==> config.mk <==
export PLATFORM = sky130hd
export DESIGN_NAME = emb_ext_bus
export DESIGN_NICKNAME = d
export VERILOG_FILES = /design/src/hdl/emb_ext_bus.v /design/src/hdl/emb_refresh_timer.v
export VERILOG_INCLUDE_DIRS = /design/src /design/src/common
export SDC_FILE = /design/constraint.sdc
export NUM_CORES = 1
export LEC_CHECK = 0
export BUFFER_PORTS_ARGS = -buffer_cell sky130_fd_sc_hd__buf_2
export CAP_MARGIN = 20
export CELL_PAD_IN_SITES_DETAIL_PLACEMENT = 1
export CELL_PAD_IN_SITES_GLOBAL_PLACEMENT = 1
export CORE_MARGIN = 2
export CORE_UTILIZATION = 30
export DETAILED_ROUTE_END_ITERATION = 12
export GPL_TIMING_DRIVEN = 0
export PLACE_DENSITY = 0.73
export SKIP_LAST_GASP = 1
export SLEW_MARGIN = 20
export SYNTH_ARGS = -nofsm -noshare
export SYNTH_HDL_FRONTEND = slang
export SYNTH_SLANG_ARGS = --single-unit
==> constraint.sdc <==
create_clock -name core_clk -period 3 [get_ports core_clk]
set_clock_uncertainty 0.2 [all_clocks]
set_input_delay 0.45 -clock core_clk [delete_from_list [all_inputs] [get_ports core_clk]]
set_output_delay 0.45 -clock core_clk [all_outputs]
set_load 0.01 [all_outputs]
==> src/common/emb_defines.vh <==
`ifndef EMB_DEFINES_VH
`define EMB_DEFINES_VH
// bus cycle phase codes (one-hot)
`define EMB_PH_IDLE 6'h01
`define EMB_PH_T1 6'h02
`define EMB_PH_T2 6'h04
`define EMB_PH_T3 6'h08
`define EMB_PH_TW 6'h10
`define EMB_PH_T4 6'h20
// lower select config field positions
`define EMB_CFG_WAIT_LO 0
`define EMB_CFG_WAIT_HI 1
`define EMB_CFG_IGN_RDY 2
`define EMB_CFG_PSRAM_EN 3
`define EMB_CFG_ADDR_DIS 4
`define EMB_CFG_RST 5'h00
// refresh reload floor software should respect
`define EMB_PSRAM_REFRESH_STROBE_N_MIN 9'h012
`define EMB_PSRAM_REFRESH_STROBE_N_RST 9'h1ff
// precharge gap of the lower select between psram accesses
`define EMB_PRECHARGE_NS 50
`define EMB_CLK_NS 50
`define EMB_PRECHARGE_CYC ((`EMB_PRECHARGE_NS + `EMB_CLK_NS - 1) / `EMB_CLK_NS)
`endif

==> src/hdl/emb_ext_bus.v <==
`timescale 1ns/1ps
`include "emb_defines.vh"
// Operation
// - address leads multiplexed bus by one cycle
// - address held from t1 through t4
// - high byte strobe low: upper enable and write
// - low byte strobe low: a0 and write
// - narrow variant strobes every byte write
// - write enables share early address timing
// - read strobe low on every read
// - address disable floats bus unless strap low
// - psram only in lower select region
// - lower select precharge gap between psram accesses
// - psram mode cleared at reset
// - refresh by strobe only, no row address
// - psram mode: shared pin carries refresh strobe
// - upper select held high during refresh
// - refresh: lower select high, address unused
module emb_ext_bus #(
  parameter AW = 20,
  parameter WIDE = 1,
  parameter CW = 9
) (
  input wire core_clk, // system clock
  input wire rst_n, // sync reset, active low
  input wire clkEn, // clock enable
  input wire reqValid, // cpu bus request
  input wire reqWrite, // 1 write, 0 read
  input wire [AW-1:0] reqAddr, // byte address
  input wire reqUpperEn, // upper byte lane used
  input wire reqLowerEn, // lower byte lane used
  input wire [15:0] reqWdata, // write data
  input wire reqLower, // access hits lower select
  input wire reqUpper, // access hits upper select
  input wire reqMid3, // access hits midrange select 3
  input wire [4:0] lowerCfg, // lower_mem_select_cfg bits
  input wire upperAddrDisable, // upper_mem_select_cfg disable bit
  input wire [CW-1:0] rfshReload, // refresh_prescaler_reg reload
  input wire addressEnableStrap_n, // strap sampled on first enabled edge after reset
  input wire [15:0] adIn, // multiplexed bus input
  output reg reqReady, // cycle done pulse
  output reg [15:0] rdData, // read data
  output reg [AW-1:0] nonmuxAddressBus, // early address
  output reg [15:0] adOut, // multiplexed bus out
  output reg adOe, // multiplexed bus drive
  output reg writeStrobe_n, // write strobe
  output reg readStrobe_n, // read strobe / output enable
  output reg upperHalfEnable_n, // upper half enable
  output reg highByteWriteEn_n, // high byte write enable
  output reg lowByteWriteEn_n, // low byte or byte write enable
  output reg lowerMemSelect_n, // lower select
  output reg upperMemSelect_n, // upper select
  output reg midSel3OrRefresh_n, // shared refresh / select 3 pin
  output reg inRefresh // refresh cycle in progress
);
  localparam IDLE = `EMB_PH_IDLE;
  localparam T1 = `EMB_PH_T1;
  localparam T2 = `EMB_PH_T2;
  localparam T3 = `EMB_PH_T3;
  localparam TW = `EMB_PH_TW;
  localparam T4 = `EMB_PH_T4;
  localparam [31:0] GAP_FULL = `EMB_PRECHARGE_CYC;
  localparam [1:0] GAP_CYC = GAP_FULL[1:0];

  reg [5:0] stQ;
  reg strapQ;
  reg strapCaught;
  reg [1:0] waitQ;
  reg [1:0] gapQ;
  reg wrQ, lowQ, upQ, m3Q, rfQ, daQ, ueQ, leQ;
  reg [AW-1:0] addrQ;
  reg [15:0] wdQ;
  wire psramOn = lowerCfg[`EMB_CFG_PSRAM_EN];
  wire rfshPend;

  emb_refresh_timer #(.CW(CW)) uTimer (
    .core_clk(core_clk),
    .rst_n(rst_n),
    .clkEn(clkEn),
    .enable(psramOn),
    .reload(rfshReload),
    .taken(stQ == IDLE && rfshPend && gapQ == 2'h0),
    .pending(rfshPend)
  );

  // decide whether the address phase is floated
  function addrFloat;
    input lo;
    input up;
    input [4:0] cfg;
    input upDis;
    input strap;
    begin
      addrFloat = strap && ((lo && cfg[`EMB_CFG_ADDR_DIS]) || (up && upDis));
    end
  endfunction

  always @(posedge core_clk) begin
    if (!rst_n) begin
      stQ <= IDLE;
      strapCaught <= 1'b0;
      strapQ <= 1'b0;
      waitQ <= 2'h0;
      gapQ <= 2'h0;
      {wrQ, lowQ, upQ, m3Q, rfQ, daQ, ueQ, leQ} <= 8'h00;
      addrQ <= {AW{1'b0}};
      wdQ <= 16'h0000;
      reqReady <= 1'b0;
      rdData <= 16'h0000;
      nonmuxAddressBus <= {AW{1'b0}};
      adOut <= 16'h0000;
      adOe <= 1'b0;
      writeStrobe_n <= 1'b1;
      readStrobe_n <= 1'b1;
      upperHalfEnable_n <= 1'b1;
      highByteWriteEn_n <= 1'b1;
      lowByteWriteEn_n <= 1'b1;
      lowerMemSelect_n <= 1'b1;
      upperMemSelect_n <= 1'b1;
      midSel3OrRefresh_n <= 1'b1;
      inRefresh <= 1'b0;
    end else if (clkEn) begin
      // strap caught on first enabled edge after release
      if (!strapCaught) begin
        strapCaught <= 1'b1;
        strapQ <= addressEnableStrap_n;
      end
      reqReady <= 1'b0;
      if (gapQ != 2'h0)
        gapQ <= gapQ - 2'h1;
      case (stQ)
        IDLE: begin
          adOe <= 1'b0;
          if (rfshPend && gapQ == 2'h0) begin
            // refresh: strobe only, no address, lower select held high
            rfQ <= 1'b1;
            inRefresh <= 1'b1;
            midSel3OrRefresh_n <= 1'b0;
            lowerMemSelect_n <= 1'b1;
            // upper select is also held high in refresh
            upperMemSelect_n <= 1'b1;
            stQ <= T1;
          end else if (reqValid && !(reqLower && psramOn && gapQ != 2'h0)) begin
            rfQ <= 1'b0;
            wrQ <= reqWrite;
            addrQ <= reqAddr;
            wdQ <= reqWdata;
            lowQ <= reqLower;
            upQ <= reqUpper;
            m3Q <= reqMid3;
            ueQ <= reqUpperEn;
            leQ <= reqLowerEn;
            daQ <= addrFloat(reqLower, reqUpper, lowerCfg,
                             upperAddrDisable, strapQ);
            // address put out now, one cycle before the mux bus
            nonmuxAddressBus <= reqAddr;
            stQ <= T1;
          end
        end
        T1: begin
          if (!rfQ) begin
            adOut <= addrQ[15:0];
            adOe <= !daQ;
            lowerMemSelect_n <= !lowQ;
            upperMemSelect_n <= !upQ;
            midSel3OrRefresh_n <= !(m3Q && !psramOn);
            upperHalfEnable_n <= WIDE ? !ueQ : 1'b1;
          end
          waitQ <= (lowQ && psramOn) ? 2'h1 :
                   lowerCfg[`EMB_CFG_WAIT_HI:`EMB_CFG_WAIT_LO];
          stQ <= T2;
        end
        T2: begin
          adOe <= wrQ && !rfQ;
          adOut <= wdQ;
          if (!rfQ) begin
            writeStrobe_n <= !wrQ;
            readStrobe_n <= wrQ;
            // write enables follow strobe with early address timing
            if (WIDE) begin
              highByteWriteEn_n <= !(wrQ && ueQ);
              lowByteWriteEn_n <= !(wrQ && leQ && !addrQ[0]);
            end else begin
              lowByteWriteEn_n <= !wrQ;
            end
          end
          stQ <= T3;
        end
        T3, TW: begin
          if (waitQ != 2'h0) begin
            waitQ <= waitQ - 2'h1;
            stQ <= TW;
          end else begin
            if (!wrQ && !rfQ)
              rdData <= adIn;
            stQ <= T4;
          end
        end
        T4: begin
          writeStrobe_n <= 1'b1;
          readStrobe_n <= 1'b1;
          highByteWriteEn_n <= 1'b1;
          lowByteWriteEn_n <= 1'b1;
          upperHalfEnable_n <= 1'b1;
          lowerMemSelect_n <= 1'b1;
          upperMemSelect_n <= 1'b1;
          midSel3OrRefresh_n <= 1'b1;
          adOe <= 1'b0;
          inRefresh <= 1'b0;
          reqReady <= !rfQ;
          // psram gets a deselect gap before the next lower access
          if (lowQ && psramOn && !rfQ)
            gapQ <= GAP_CYC;
          stQ <= IDLE;
        end
        default: stQ <= IDLE;
      endcase
      // nonmux address stands unchanged t1..t4: only loaded in idle
    end
  end
endmodule

==> src/hdl/emb_refresh_timer.v <==
`timescale 1ns/1ps
`include "emb_defines.vh"
module emb_refresh_timer #(
  parameter CW = 9
) (
  input wire core_clk, // system clock
  input wire rst_n, // sync reset
  input wire clkEn, // clock enable
  input wire enable, // psram mode on
  input wire [CW-1:0] reload, // refresh interval
  input wire taken, // refresh cycle started
  output reg pending // refresh request
);
  reg [CW-1:0] cntQ;
  always @(posedge core_clk) begin
    if (!rst_n) begin
      cntQ <= {CW{1'b1}};
      pending <= 1'b0;
    end else if (clkEn) begin
      if (!enable) begin
        cntQ <= reload;
        pending <= 1'b0;
      end else begin
        if (cntQ == {CW{1'b0}}) begin
          cntQ <= reload;
          pending <= 1'b1;
        end else begin
          cntQ <= cntQ - {{(CW-1){1'b0}}, 1'b1};
        end
        // request set wins over its acknowledge
        if (taken && !(cntQ == {CW{1'b0}}))
          pending <= 1'b0;
      end
    end
  end
endmodule

# Word level (Yosys, flattened, before mapping)
# Index checks and enable logic that the tools add are counted.
# totals
register_bits	109
out_inout_bits	63
in_bits	78
word_cells	148
# classes
n_reduce_logical	59
bitwise_logic	3
n_eq_ne	12
n_mux	41
n_addsub	3
# op_table
cell	n
16-bit case mux with 2 select lines	1
6-bit case mux with 4 select lines	1
3-bit AND reduction	7
1-bit logical AND	18
6-bit two-way mux	3
9-bit two-way mux	2
1-bit two-way mux	17
16-bit two-way mux	1
2-bit nonzero test	8
1-bit logical NOT	13
1-bit case mux with 2 select lines	6
1-bit case mux with 3 select lines	4
4-bit AND reduction	3
2-bit two-way mux	5
9-bit logical NOT	1
9-bit by 1-bit subtractor with 9-bit output, second input constant	1
6-bit by 1-bit equality test with 1-bit output, second input constant	1
6-bit by 2-bit equality test with 1-bit output, second input constant	1
6-bit by 3-bit equality test with 1-bit output, second input constant	1
6-bit by 4-bit equality test with 1-bit output, second input constant	1
6-bit by 5-bit equality test with 1-bit output, second input constant	1
6-bit equality test, second input constant	1
2-bit inequality test, second input constant	3
3-bit by 1-bit inequality test with 1-bit output, second input constant	2
9 further kinds	16

# Longest topological paths before layout
# Gate-level depths: netlist (run 1).
# depth
ltp_word	7
depth_mapped	7
ltp_nobuf	6

# Hierarchy
# From an unflattened synthesis (run 1), not the netlist that was laid out.
# unflattened
hier_cells	590
area_unflattened_um2	5218.8
# modules_own_cells
module	area_each_um2	instances	cells_each	seq_area_each_um2
emb_ext_bus	4569.4	1	512	1981.9
emb_refresh_timer	649.4	1	78	200.2

# Worst setup path after synthesis (run 1)
# Ideal clock, no wire load.
# synth_timing
kind	register to register
from	reg stQ[2]
to	reg stQ[0]
synth_period_minus_slack_ns	2.235
arrival_ns	1.899
t_required_ns	2.664
path_buffers	2
slack_ns	0.765
setup_ns	0.136
stages_incl_launch_ff	7
cell_sequence	dfxtp_1 or4_1 buf_6 or3_4 buf_6 a2111oi_4 a31oi_1
# synth_between
elab_chain_cells	3
elab_cells_between_ends	9
cone_classes	eq/ne (6); mux (1); reduce/logical (2)
# synth_lines
element	line	source
start, declared	emb_ext_bus.v:65	reg [5:0] stQ;
start signal, assigned	emb_ext_bus.v:100	stQ <= IDLE;
start signal, assigned	emb_ext_bus.v:142	stQ <= T1;
start signal, assigned	emb_ext_bus.v:157	stQ <= T1;
6-bit by 4-bit equality test with 1-bit output, or another cell as far along	emb_ext_bus.v:131	case (stQ)
2-bit OR reduction or 3-bit by 1-bit inequality test with 1-bit output (tied branches)	n/a	
6-bit case mux with 4 select lines or 2-bit AND reduction (tied branches)	n/a	
# Several ways; a longest one is shown, not always the timed one.
# A chain may end at the register's enable or synchronous reset.

# Worst setup path in the final report (run 1)
# layout_timing
from	reg stQ[0]
to	reg adOut[14]
# layout_between
elab_chain_cells	3
elab_cells_between_ends	6
cone_classes	eq/ne (3); mux (1); reduce/logical (2)
# layout_lines
element	line	source
6-bit by 2-bit equality test with 1-bit output or 6-bit by 3-bit equality test with 1-bit output (tied branches)	emb_ext_bus.v:131	
2-bit inequality test (no line) or 2-bit nonzero test (tied branches)	n/a	
3-bit AND reduction (no line)	n/a	
end signal, assigned	emb_ext_bus.v:162	adOut <= addrQ[15:0];
end signal, assigned	emb_ext_bus.v:175	adOut <= wdQ;
end, declared	emb_ext_bus.v:44	output reg [15:0] adOut,
# Several ways; a longest one is shown, not always the timed one.

==> results of run 1 <==
==> where the power goes <==
part | internal, mW | leakage, nW | switching, mW
Clock | 0.601 | 0.145 | 0.604
Sequential | 1.50 | 0.885 | 0.0495
Combinational | 0.166 | 1.30 | 0.301
Total | 2.27 | 2.33 | 0.954
==> sequential cells by signal (all words and copies together), names as in the netlist, 2 cells and up <==
signal,flops
uTimer.cntQ,9
addrQ,20
waitQ,2
adOut,16
stQ,6
gapQ,2
wdQ,16
rdData,16
==> Yosys cell counts (4+ instances only) <==
cell type | instances | share of area
o22ai_1 | 5 | 0.0063
a311oi_1 | 16 | 0.028
nor3_1 | 15 | 0.015
and2_1 | 4 | 0.0050
nand4_1 | 5 | 0.0063
buf_2 | 9 | 0.0091
o31a_1 | 4 | 0.0071
nand3_1 | 53 | 0.053
o21ai_1 | 29 | 0.029
o31ai_1 | 6 | 0.0091
mux2i_1 | 20 | 0.040
o21ai_0 | 22 | 0.022
inv_1 | 10 | 0.0076
a21oi_1 | 71 | 0.072
dfxtp_1 | 109 | 0.44
o21a_1 | 4 | 0.0061
buf_1 | 5 | 0.0038
nand2_1 | 84 | 0.064
buf_6 | 5 | 0.011
nand2b_1 | 10 | 0.013
nor2_1 | 16 | 0.012
clkbuf_1 | 30 | 0.023
==> logic make-up (layout without fill, tap and decap cells) <==
kind of cell / count (synthesis) / count (layout) / share of synthesized area
AND/OR/NAND/NOR: 212 / 212 / 0.210
AO/OA/AOI/OAI: 188 / 188 / 0.242
flip-flops: 109 / 109 / 0.440
buffers and inverters: 62 / 216 / 0.0582
multiplexers: 20 / 20 / 0.0403
adder cells (fa/ha/maj): 3 / 3 / 0.00757
XOR/XNOR: 1 / 1 / 0.00177
==> critical path, cell delays in order (launching register included) <==
cell and delay, ns:
dfxtp_1 0.39, or4_1 0.55, buf_2 0.21, or2_1 0.25, buf_2 0.18, buf_1 0.34, nand2_1 0.20, a311oi_1 0.10
==> metal layers <==
layer	track usage	vias up	share of wire
met2	0.325	98	0.47
met3	0.0314	15	0.030
met4	0.0597	0	0.015
met1	0.276	2442	0.48
li1	-	2457	-
met5	0	-	0
==> cell type report <==
type                            count  area [um2]
Fill cell                        2066       10100
Multi-Input combinational cell    424        2490
Sequential cell                   109        2180
Timing Repair Buffer              138         691
Tap cell                          220         275
Buffer                             51         248
Clock buffer                       10         239
Clock inverter                      6        51.3
Inverter                           11        41.3
==> worst paths after layout <==
| kind | startpoint | end | slack [ns] | cells after the start |
|---|---|---|---|---|
| setup / recovery | stQ[0]$_SDFFE_PN1P_ | adOut[14]$_SDFFE_PN0P_ | 0.45 | 7 |
| hold / removal | rfshReload[4] | uTimer.cntQ[4]$_SDFFE_PN1P_ | 0.12 | 2 |
| setup reg to reg | stQ[0]$_SDFFE_PN1P_ | adOut[14]$_SDFFE_PN0P_ | 0.45 | 7 |
| hold reg to reg | rdData[5]$_SDFFE_PN0P_ | rdData[5]$_SDFFE_PN0P_ | 0.26 | 2 |
==> through the flow <==
stage | hold slack (ns) | power, mW | instance area, um2 | worst slack (ns)
after detailed placement | 0.249 | 2.05 | 5930 | 0.286
after CTS | 0.111 | 3.25 | 6220 | 0.467
final | 0.119 | 3.22 | 6220 | 0.447
after floorplan | 0.242 | 1.85 | 4960 | 0.765
after global placement | 0.241 | 2.04 | 5930 | 0.348
after global routing | 0.120 | 3.36 | 6220 | 0.345
==> results.py, run 1 <==
metrics = {
    "placed_design": {
        "place.detailed.instances": 953,
        "place_congestion": 0.797,
        "input_output_buffers": 138,
        "dp.final_hpwl_mm": 12.9,
    },
    "clock_network": {
        "cts.htree.levels": 3,
        "numCtsBuffers": 9,
        "postCtsHoldBufs": 0,
        "post-cts-setup-buffers": 0,
        "worstSkewPairLatency_ns": 0.36,
        "cts_tree": "done",
        "cts_repair_resize_count": 0,
        "tritoncts_num_sinks": 109,
        "max-clock-path-buffers": 2,
        "worst_setup_hold_path_clk_slew_ns": 0.08,
        "root_buffer_master": "clkbuf_16",
    },
    "timing": {
        "setup_repair_after_global_routing_missed_its_margin": "false",
        "final.period_utilization": 0.851,
        "report.final.slew_viol_count": 0,
        "highest_clock_rate_mhz": 392,
        "final-setup-viol-count": 0,
        "timing.max_slew.rel_slack": 0.498,
        "finalHoldViolCount": 0,
        "period_needed_ns": 2.55,
        "tightest_slew_ns": 0.752,
        "totalNegativeSetupSlack_ns": 0,
    },
    "synth": {
        "ys.flop_type": "dfxtp_1",
        "ys_async_sr_fraction": 0,
        "synth_enable_flop_cells": 0,
        "post_synthesis_register_bit_count": 109,
        "ys_warnings": 0,
        "syn_area_per_cell_um2": 8.34,
        "postSynthNetCount": 676,
        "syn-cell-area_um2": 4960,
        "synth_seq_area_share": 0.440,
        "synthesis.instances": 595,
        "yosysUniqueCellTypes": 63,
    },
    "floorplanning": {
        "die_w_um": 133,
        "die_area_um2": 17600,
        "placement_rows": 47,
        "chipHeight_um": 133,
        "floorplan.initialDensity": 0.304,
        "num_io_pins": 141,
        "core_area_um2": 16300,
    },
    "worst_setup_path": {
        "critPathLaunchType": "flip-flop",
        "kind_of_end_point_of_the_critical_path": "flip-flop",
        "cp_data_required_time_ns": 3.03,
        "critical_path_arrival_ns": 2.58,
        "critical_path_peak_fanout": 10,
        "timing_worst_setup_path_type": "reg2reg",
    },
    "worst_hold_path": {
        "hold_class": "in2reg",
    },
    "route": {
        "route.vias.total": 5012,
        "routed_wl_mm": 17.5,
        "route.detailed.drc": 0,
        "route.antenna.remaining_nets": 0,
        "drt_first_pass_iters": 4,
        "detail_route.vias_per_cell": 5.17,
        "initialDrtViolationCount": 179,
        "route.detailed.wl_per_inst_um": 18.0,
    },
    "power_and_ir_drop": {
        "p_per_area_nw_per_um2": 518,
        "leakagePower_nw": 2.33,
        "power.ir.vdd_worst_mv": 0.291,
    },
    "layout": {
        "antenna_cells_inserted": 0,
        "mostFrequentLayoutCell": "buf_2",
        "finalNonFillerCells": 969,
        "layout.nets": 825,
        "final_layout_size_suffix_gt1_frac": 0.243,
        "fin_util": 0.380,
        "syn_to_final_growth_pct": 25.3,
        "final_cell_mix": "buf_2 (147), dfxtp_1 (109), nand2_1 (84)",
    },
    "job": {
        "cap_viol_max_count": 0,
    },
    "global_routing": {
        "remaining_overflow_grt": 0,
        "grt_first_pass_wirelength_mm": 27.8,
        "grt_pass1_vias": 5140,
        "grt_max_degree": 20,
        "grt_antenna_before_repair": 0,
        "global_route.usage.total": 0.201,
    },
    "outcome": {
        "status": "finished clean",
    },
}
No activity file was read; power rests on OpenSTA's default activity.
==> run 2, diff against run 1 <==
- ABC_AREA: default -> 1
- CTS_BUF_LIST: default -> sky130_fd_sc_hd__clkbuf_4 sky130_fd_sc_hd__clkbuf_8
- CTS_CLUSTER_DIAMETER: default -> 50
- PLACE_DENSITY: 0.73 -> 0.75
==> run 2 against run 1 <==
  * Clock-buffer cell count fell by 1
  * Critical endpoint is now upQ$_SDFFE_PN0P_
  * First-iteration DRC count decreased by 16%
  * Sequential power increased by 12%
  * Critical path depth rose by 3
  * Power is 11% higher
  * Non-clock buffer count shrank 19
  * Largest power group unchanged
  * Maximum frequency rose by 32%
  * Flip-flop and latch count unchanged
  * Largest cell class is now flip-flops and latches
==> results.py, run 2 <==
metrics = {
    "floorplanning": {
        "core_area_um2": 15700,
        "placement_rows": 46,
        "die_area_um2": 16900,
        "num_io_pins": 141,
        "chipHeight_um": 130,
        "floorplan.initialDensity": 0.303,
        "die_w_um": 130,
    },
    "timing": {
        "report.final.slew_viol_count": 0,
        "period_needed_ns": 1.93,
        "highest_clock_rate_mhz": 517,
        "final.period_utilization": 0.645,
        "finalHoldViolCount": 0,
        "totalNegativeSetupSlack_ns": 0,
        "setup_repair_after_global_routing_missed_its_margin": "false",
        "final-setup-viol-count": 0,
        "fin_hold_ws_ns": 0.0852,
        "post-route-worst-setup-slack_ns": 1.07,
        "tightest_slew_ns": 0.646,
        "timing.max_slew.rel_slack": 0.570,
    },
    "power_and_ir_drop": {
        "power.ir.vdd_worst_mv": 0.259,
        "p_per_area_nw_per_um2": 607,
        "leakagePower_nw": 2.71,
    },
    "worst_setup_path": {
        "cp_data_required_time_ns": 3.07,
        "critical_path_arrival_ns": 2.01,
        "critical_path_peak_fanout": 10,
        "kind_of_end_point_of_the_critical_path": "flip-flop",
        "timing_worst_setup_path_type": "reg2reg",
        "critPathLaunchType": "flip-flop",
    },
    "synth": {
        "synthesis.instances": 664,
        "ys_async_sr_fraction": 0,
        "synth_enable_flop_cells": 0,
        "post-synth-top-area-cell": "dfxtp_1",
        "yosysUniqueCellTypes": 33,
        "syn_area_per_cell_um2": 7.16,
        "synth_top_area_share": 0.459,
        "ys.flop_type": "dfxtp_1",
        "synth_seq_area_share": 0.459,
        "post_synthesis_register_bit_count": 109,
        "postSynthNetCount": 745,
        "most_area_consuming_cells_after_synthesis": "dfxtp_1 (46%), nor2_1 (12%), nand2_1 (8.8%)",
        "syn-cell-area_um2": 4750,
        "ys_warnings": 0,
        "ys_top_cells_by_count": "nor2_1 (149), nand2_1 (111), dfxtp_1 (109)",
        "post-synth-top-count-cell": "nor2_1",
    },
    "layout": {
        "final_cell_mix": "nor2_1 (149), buf_2 (148), nand2_1 (111)",
        "registers.top_by_ff_count": "addrQ",
        "final_layout_size_suffix_gt1_frac": 0.245,
        "antenna_cells_inserted": 0,
        "fin_util": 0.376,
        "fillerInstances": 2060,
        "largest_register_ffs": 20,
        "syn_to_final_growth_pct": 24.4,
        "layout.nets": 894,
        "mostFrequentLayoutCell": "nor2_1",
    },
    "placed_design": {
        "dp.final_hpwl_mm": 11.5,
        "input_output_buffers": 138,
        "pre_cts_slack_ns": 0.818,
        "place_congestion": 0.796,
    },
    "clock_network": {
        "cts.htree.levels": 3,
        "cts_repair_resize_count": 0,
        "root_buffer_master": "clkbuf_8",
        "cts_tree": "done",
        "worst_setup_hold_path_clk_slew_ns": 0.12,
        "worstSkewPairLatency_ns": 0.39,
        "numCtsBuffers": 9,
        "postCtsHoldBufs": 0,
        "post-cts-setup-buffers": 0,
        "max-clock-path-buffers": 2,
        "tritoncts_num_sinks": 109,
    },
    "route": {
        "drt_first_pass_iters": 4,
        "route.antenna.remaining_nets": 0,
        "route.detailed.drc": 0,
        "route.detailed.wl_per_inst_um": 14.2,
        "detail_route.vias_per_cell": 4.55,
        "routed_wl_mm": 14.7,
        "route.vias.total": 4695,
        "initialDrtViolationCount": 151,
    },
    "global_routing": {
        "grt_first_pass_wirelength_mm": 23.2,
        "grt_pass1_vias": 4549,
        "remaining_overflow_grt": 0,
        "grt_antenna_before_repair": 1,
        "global_route.usage.total": 0.177,
        "grt_max_degree": 20,
    },
    "worst_hold_path": {
        "hold_class": "in2reg",
    },
    "job": {
        "cap_viol_max_count": 0,
    },
    "outcome": {
        "status": "finished clean",
    },
}
## run 2: cell count changes after synthesis, moves of 10 or more
cell      before  now
nand2b_1      10    0
nand3_1       53   34
mux2i_1       20    0
nor2_1        16  149
nor3_1        15    1
a21oi_1       71   39
a311oi_1      16    0
clkbuf_1      30   13
nand2_1       84  111
o21ai_0       22   33
inv_1         10   46
o21ai_1       29   65
## run 2: layout make-up
cell class | count | area, um2 | share of cell area
sequential | 109 | 2180 | 0.369
multi-input combinational | 469 | 2180 | 0.368
timing repair buffer | 138 | 691 | 0.117
tap | 216 | 270 | 0.0457
inverter | 54 | 209 | 0.0353
buffer | 32 | 185 | 0.0313
clock buffer | 9 | 124 | 0.0209
clock inverter | 6 | 75.1 | 0.0127
## run 2: final timing paths
path / to / slack (ns) / start / cells after the start
min reg2reg: rdData[5]$_SDFFE_PN0P_ / 0.25 / rdData[5]$_SDFFE_PN0P_ / 2
max: upQ$_SDFFE_PN0P_ / 1.07 / gapQ[0]$_SDFFE_PN0P_ / 10
max reg2reg: upQ$_SDFFE_PN0P_ / 1.07 / gapQ[0]$_SDFFE_PN0P_ / 10
min: wdQ[8]$_SDFFE_PN0P_ / 0.09 / reqWdata[8] / 3
## run 2: critical path: stages (launching register included)
cell	delay (ns)
dfxtp_1	0.37
inv_1	0.08
nand2_1	0.06
nand3_1	0.06
nand3_1	0.22
inv_1	0.12
nand2_4	0.16
clkinv_2	0.20
buf_6	0.20
nor2_1	0.09
nor2_1	0.06
## run 2: cell families (layout without fill, tap and decap cells)
| group | after synthesis | in the layout | synth area share |
|---|---|---|---|
| compound gates | 144 | 144 | 0.157 |
| xor+xnor | 5 | 5 | 0.00921 |
| fa+ha+maj | 3 | 3 | 0.00790 |
| buf+inv | 86 | 239 | 0.0829 |
| flops | 109 | 109 | 0.459 |
| simple gates | 317 | 317 | 0.284 |
## run 2: through the flow
step	power, mW	area, um2	cells
floorplan	2.35	4750	664
global placement	2.67	5720	1018
detailed placement	2.69	5720	1018
CTS	3.65	5910	1033
global route	3.84	5910	1033
finish	3.59	5910	1033
## run 2: metal layers
layer / vias up / GRT usage / wire length [um]
met2: 119 / 0.289 / 6620
li1: 2422 / - / -
met3: 14 / 0.0472 / 1100
met5: - / 0 / 0
met1: 2140 / 0.229 / 6750
met4: 0 / 0.0569 / 203
## run 2: report_power, final
part           total (mW)  leakage [nW]  switching, mW  internal [mW]
logic               0.902          1.73          0.560          0.342
clock network       0.944        0.0986          0.547          0.397
registers            1.74         0.889          0.124           1.62
total                3.59          2.71           1.23           2.36
==> run 3, diff against run 2 <==
- clock period: 3 -> 1.9 ns (I/O delays scaled with it)
==> run 3 against run 2 <==
  * Flip-flop and latch count unchanged
  * Power increased by 62%
  * Final area increased by 12%
  * Via count increased by 6.1%
  * First-iteration DRC count decreased by 4.6%
  * Final cell count increased by 6.3%
  * Critical path depth decreased by 3
  * Clock-buffer cell count unchanged
  * Non-clock buffer count increased by 65
  * Sequential power increased by 59%
  * Wire length increased by 9.5%
  * Clock power increased by 59%
  * Critical path type unchanged
  * Critical endpoint is now wdQ[12]$_SDFFE_PN0P_
  * Largest power group unchanged
==> results.py, run 3 (synthesized netlist as in run 2, its figures left out) <==
metrics = {
    "outcome": {
        "status": "finished clean",
    },
    "placed_design": {
        "input_output_buffers": 138,
        "place_congestion": 0.796,
        "placedInstanceArea_um2": 5720,
        "dp.final_hpwl_mm": 11.5,
    },
    "worst_setup_path": {
        "timing_worst_setup_path_type": "reg2reg",
        "critPathLaunchType": "flip-flop",
        "cp_slowest_cell": "dfxtp_2",
        "critical_path_peak_fanout": 10,
        "crit_chain": "nor2_4, nand3_2, nor2_4, nand2_4, buf_2, o21ai_1, nor2_1",
        "cell_type_with_the_highest_occurrence_count_on_the_critical_path": "nor2_4",
        "critical_path_arrival_ns": 1.93,
        "cp_data_required_time_ns": 2.00,
        "kind_of_end_point_of_the_critical_path": "flip-flop",
        "critical_path.max_stage_delay_ns": 0.37,
    },
    "clock_network": {
        "max-clock-path-buffers": 2,
        "worstSkewPairLatency_ns": 0.39,
        "cts.htree.levels": 3,
        "root_buffer_master": "clkbuf_8",
        "cts_tree": "done",
        "post-cts-setup-buffers": 0,
        "numCtsBuffers": 9,
        "worst_setup_hold_path_clk_slew_ns": 0.12,
        "tritoncts_num_sinks": 109,
    },
    "layout": {
        "final_cell_mix": "nor2_1 (148), buf_2 (145), nand2_1 (111)",
        "syn_to_final_growth_pct": 39.0,
        "layout.nets": 959,
        "fin_util": 0.421,
        "final_layout_size_suffix_gt1_frac": 0.236,
        "registers.top_by_ff_count": "addrQ",
        "fillerInstances": 2037,
        "stdcell_area_um2": 6610,
        "antenna_cells_inserted": 0,
        "mostFrequentLayoutCell": "nor2_1",
        "largest_register_ffs": 20,
    },
    "route": {
        "route.vias.total": 4983,
        "drt_first_pass_iters": 4,
        "initialDrtViolationCount": 144,
        "route.antenna.remaining_nets": 0,
        "routed_wl_mm": 16.1,
        "route.detailed.wl_per_inst_um": 14.6,
        "route.detailed.drc": 0,
        "detail_route.vias_per_cell": 4.54,
    },
    "global_routing": {
        "global_route.usage.total": 0.193,
        "grt_max_degree": 20,
        "remaining_overflow_grt": 0,
        "grt_first_pass_wirelength_mm": 25.2,
        "grt_pass1_vias": 4961,
        "grt_antenna_before_repair": 0,
    },
    "power_and_ir_drop": {
        "leakagePower_nw": 3.00,
        "p_per_area_nw_per_um2": 880,
        "power.ir.vdd_worst_mv": 0.406,
        "total_power_mw": 5.81,
    },
    "timing": {
        "highest_clock_rate_mhz": 545,
        "setup_repair_after_global_routing_missed_its_margin": "true",
        "report.final.slew_viol_count": 0,
        "final.period_utilization": 0.965,
        "tightest_slew_ns": 0.653,
        "timing.max_slew.rel_slack": 0.565,
        "finalHoldViolCount": 0,
        "period_needed_ns": 1.83,
        "final-setup-viol-count": 0,
    },
    "job": {
        "cap_viol_max_count": 0,
    },
    "floorplanning": {
        "core_area_um2": 15700,
        "chipHeight_um": 130,
        "floorplan.initialDensity": 0.303,
        "num_io_pins": 141,
        "die_area_um2": 16900,
        "placement_rows": 46,
        "die_w_um": 130,
    },
    "worst_hold_path": {
        "hold_class": "in2reg",
    },
}
## run 3: cell types whose count changed in the layout (fill, tap and decap cells not counted), moves of 2 or more
cell / before / now
nand3_1: 34 / 32
dfxtp_2: 0 / 5
buf_4: 2 / 4
buf_2: 148 / 145
nand3_2: 3 / 5
dfxtp_1: 109 / 104
nor2_4: 3 / 5
dlygate4sd3_1: 0 / 65
## run 3: layout make-up
class | count | area, um2 | area share
plain buffers | 32 | 193 | 0.0292
clock inverters | 6 | 75.1 | 0.0114
flip-flops and latches | 109 | 2190 | 0.331
well taps | 216 | 270 | 0.0409
multi-input cells | 469 | 2210 | 0.334
clock buffers | 9 | 124 | 0.0187
inverters | 54 | 213 | 0.0322
repair buffers | 203 | 1340 | 0.203
## run 3: per-stage QoR
stage / hold slack [ns] / worst slack [ns] / instances / TNS [ns]
3_5_place_dp: 0.233 / -0.117 / 1018 / -1.08
5_1_grt: 0.0286 / -0.0517 / 1098 / -0.390
4_1_cts: 0.00234 / 0.00713 / 1098 / 0
6_report: 0.0154 / 0.0665 / 1098 / 0
3_3_place_gp: 0.229 / -0.0903 / 1018 / -0.456
2_1_floorplan: 0.225 / 0.314 / 664 / 0
## run 3: metal layers
layer / wire length [um] / vias up / share of wire / GRT usage
li1: - / 2549 / - / -
met1: 7150 / 2300 / 0.44 / 0.239
met2: 7630 / 119 / 0.48 / 0.330
met3: 1030 / 15 / 0.064 / 0.0455
met4: 256 / 0 / 0.016 / 0.0626
met5: 0 / - / 0 / 0
## run 3: critical path, delay by kind of cell (launching register included)
kind / cells / cell delay, ns
simple gates: 5 / 0.74
flops: 1 / 0.37
buf+inv: 1 / 0.22
compound gates: 1 / 0.20
## run 3: path summary, 6_finish.rpt
check | startpoint | to | slack, ns | cells past startpoint
max | stQ[4]$_SDFFE_PN0P_ | wdQ[12]$_SDFFE_PN0P_ | 0.07 | 7
min | reqLower | lowQ$_SDFFE_PN0P_ | 0.02 | 3
max reg2reg | stQ[4]$_SDFFE_PN0P_ | wdQ[12]$_SDFFE_PN0P_ | 0.07 | 7
min reg2reg | rdData[15]$_SDFFE_PN0P_ | rdData[15]$_SDFFE_PN0P_ | 0.25 | 2
## run 3: report_power, final
part | internal, mW | leakage (nW) | switching [mW] | total, mW
clock network | 0.627 | 0.0986 | 0.868 | 1.50
logic | 0.637 | 2.01 | 0.920 | 1.56
registers | 2.56 | 0.890 | 0.201 | 2.76
## run 3: repair_timing
action / CTS / global route
hold endpoints to repair: 65 / 0
hold buffers: 65 / 0
resized for setup: 3 / 14
setup endpoints to repair: 19 / 73
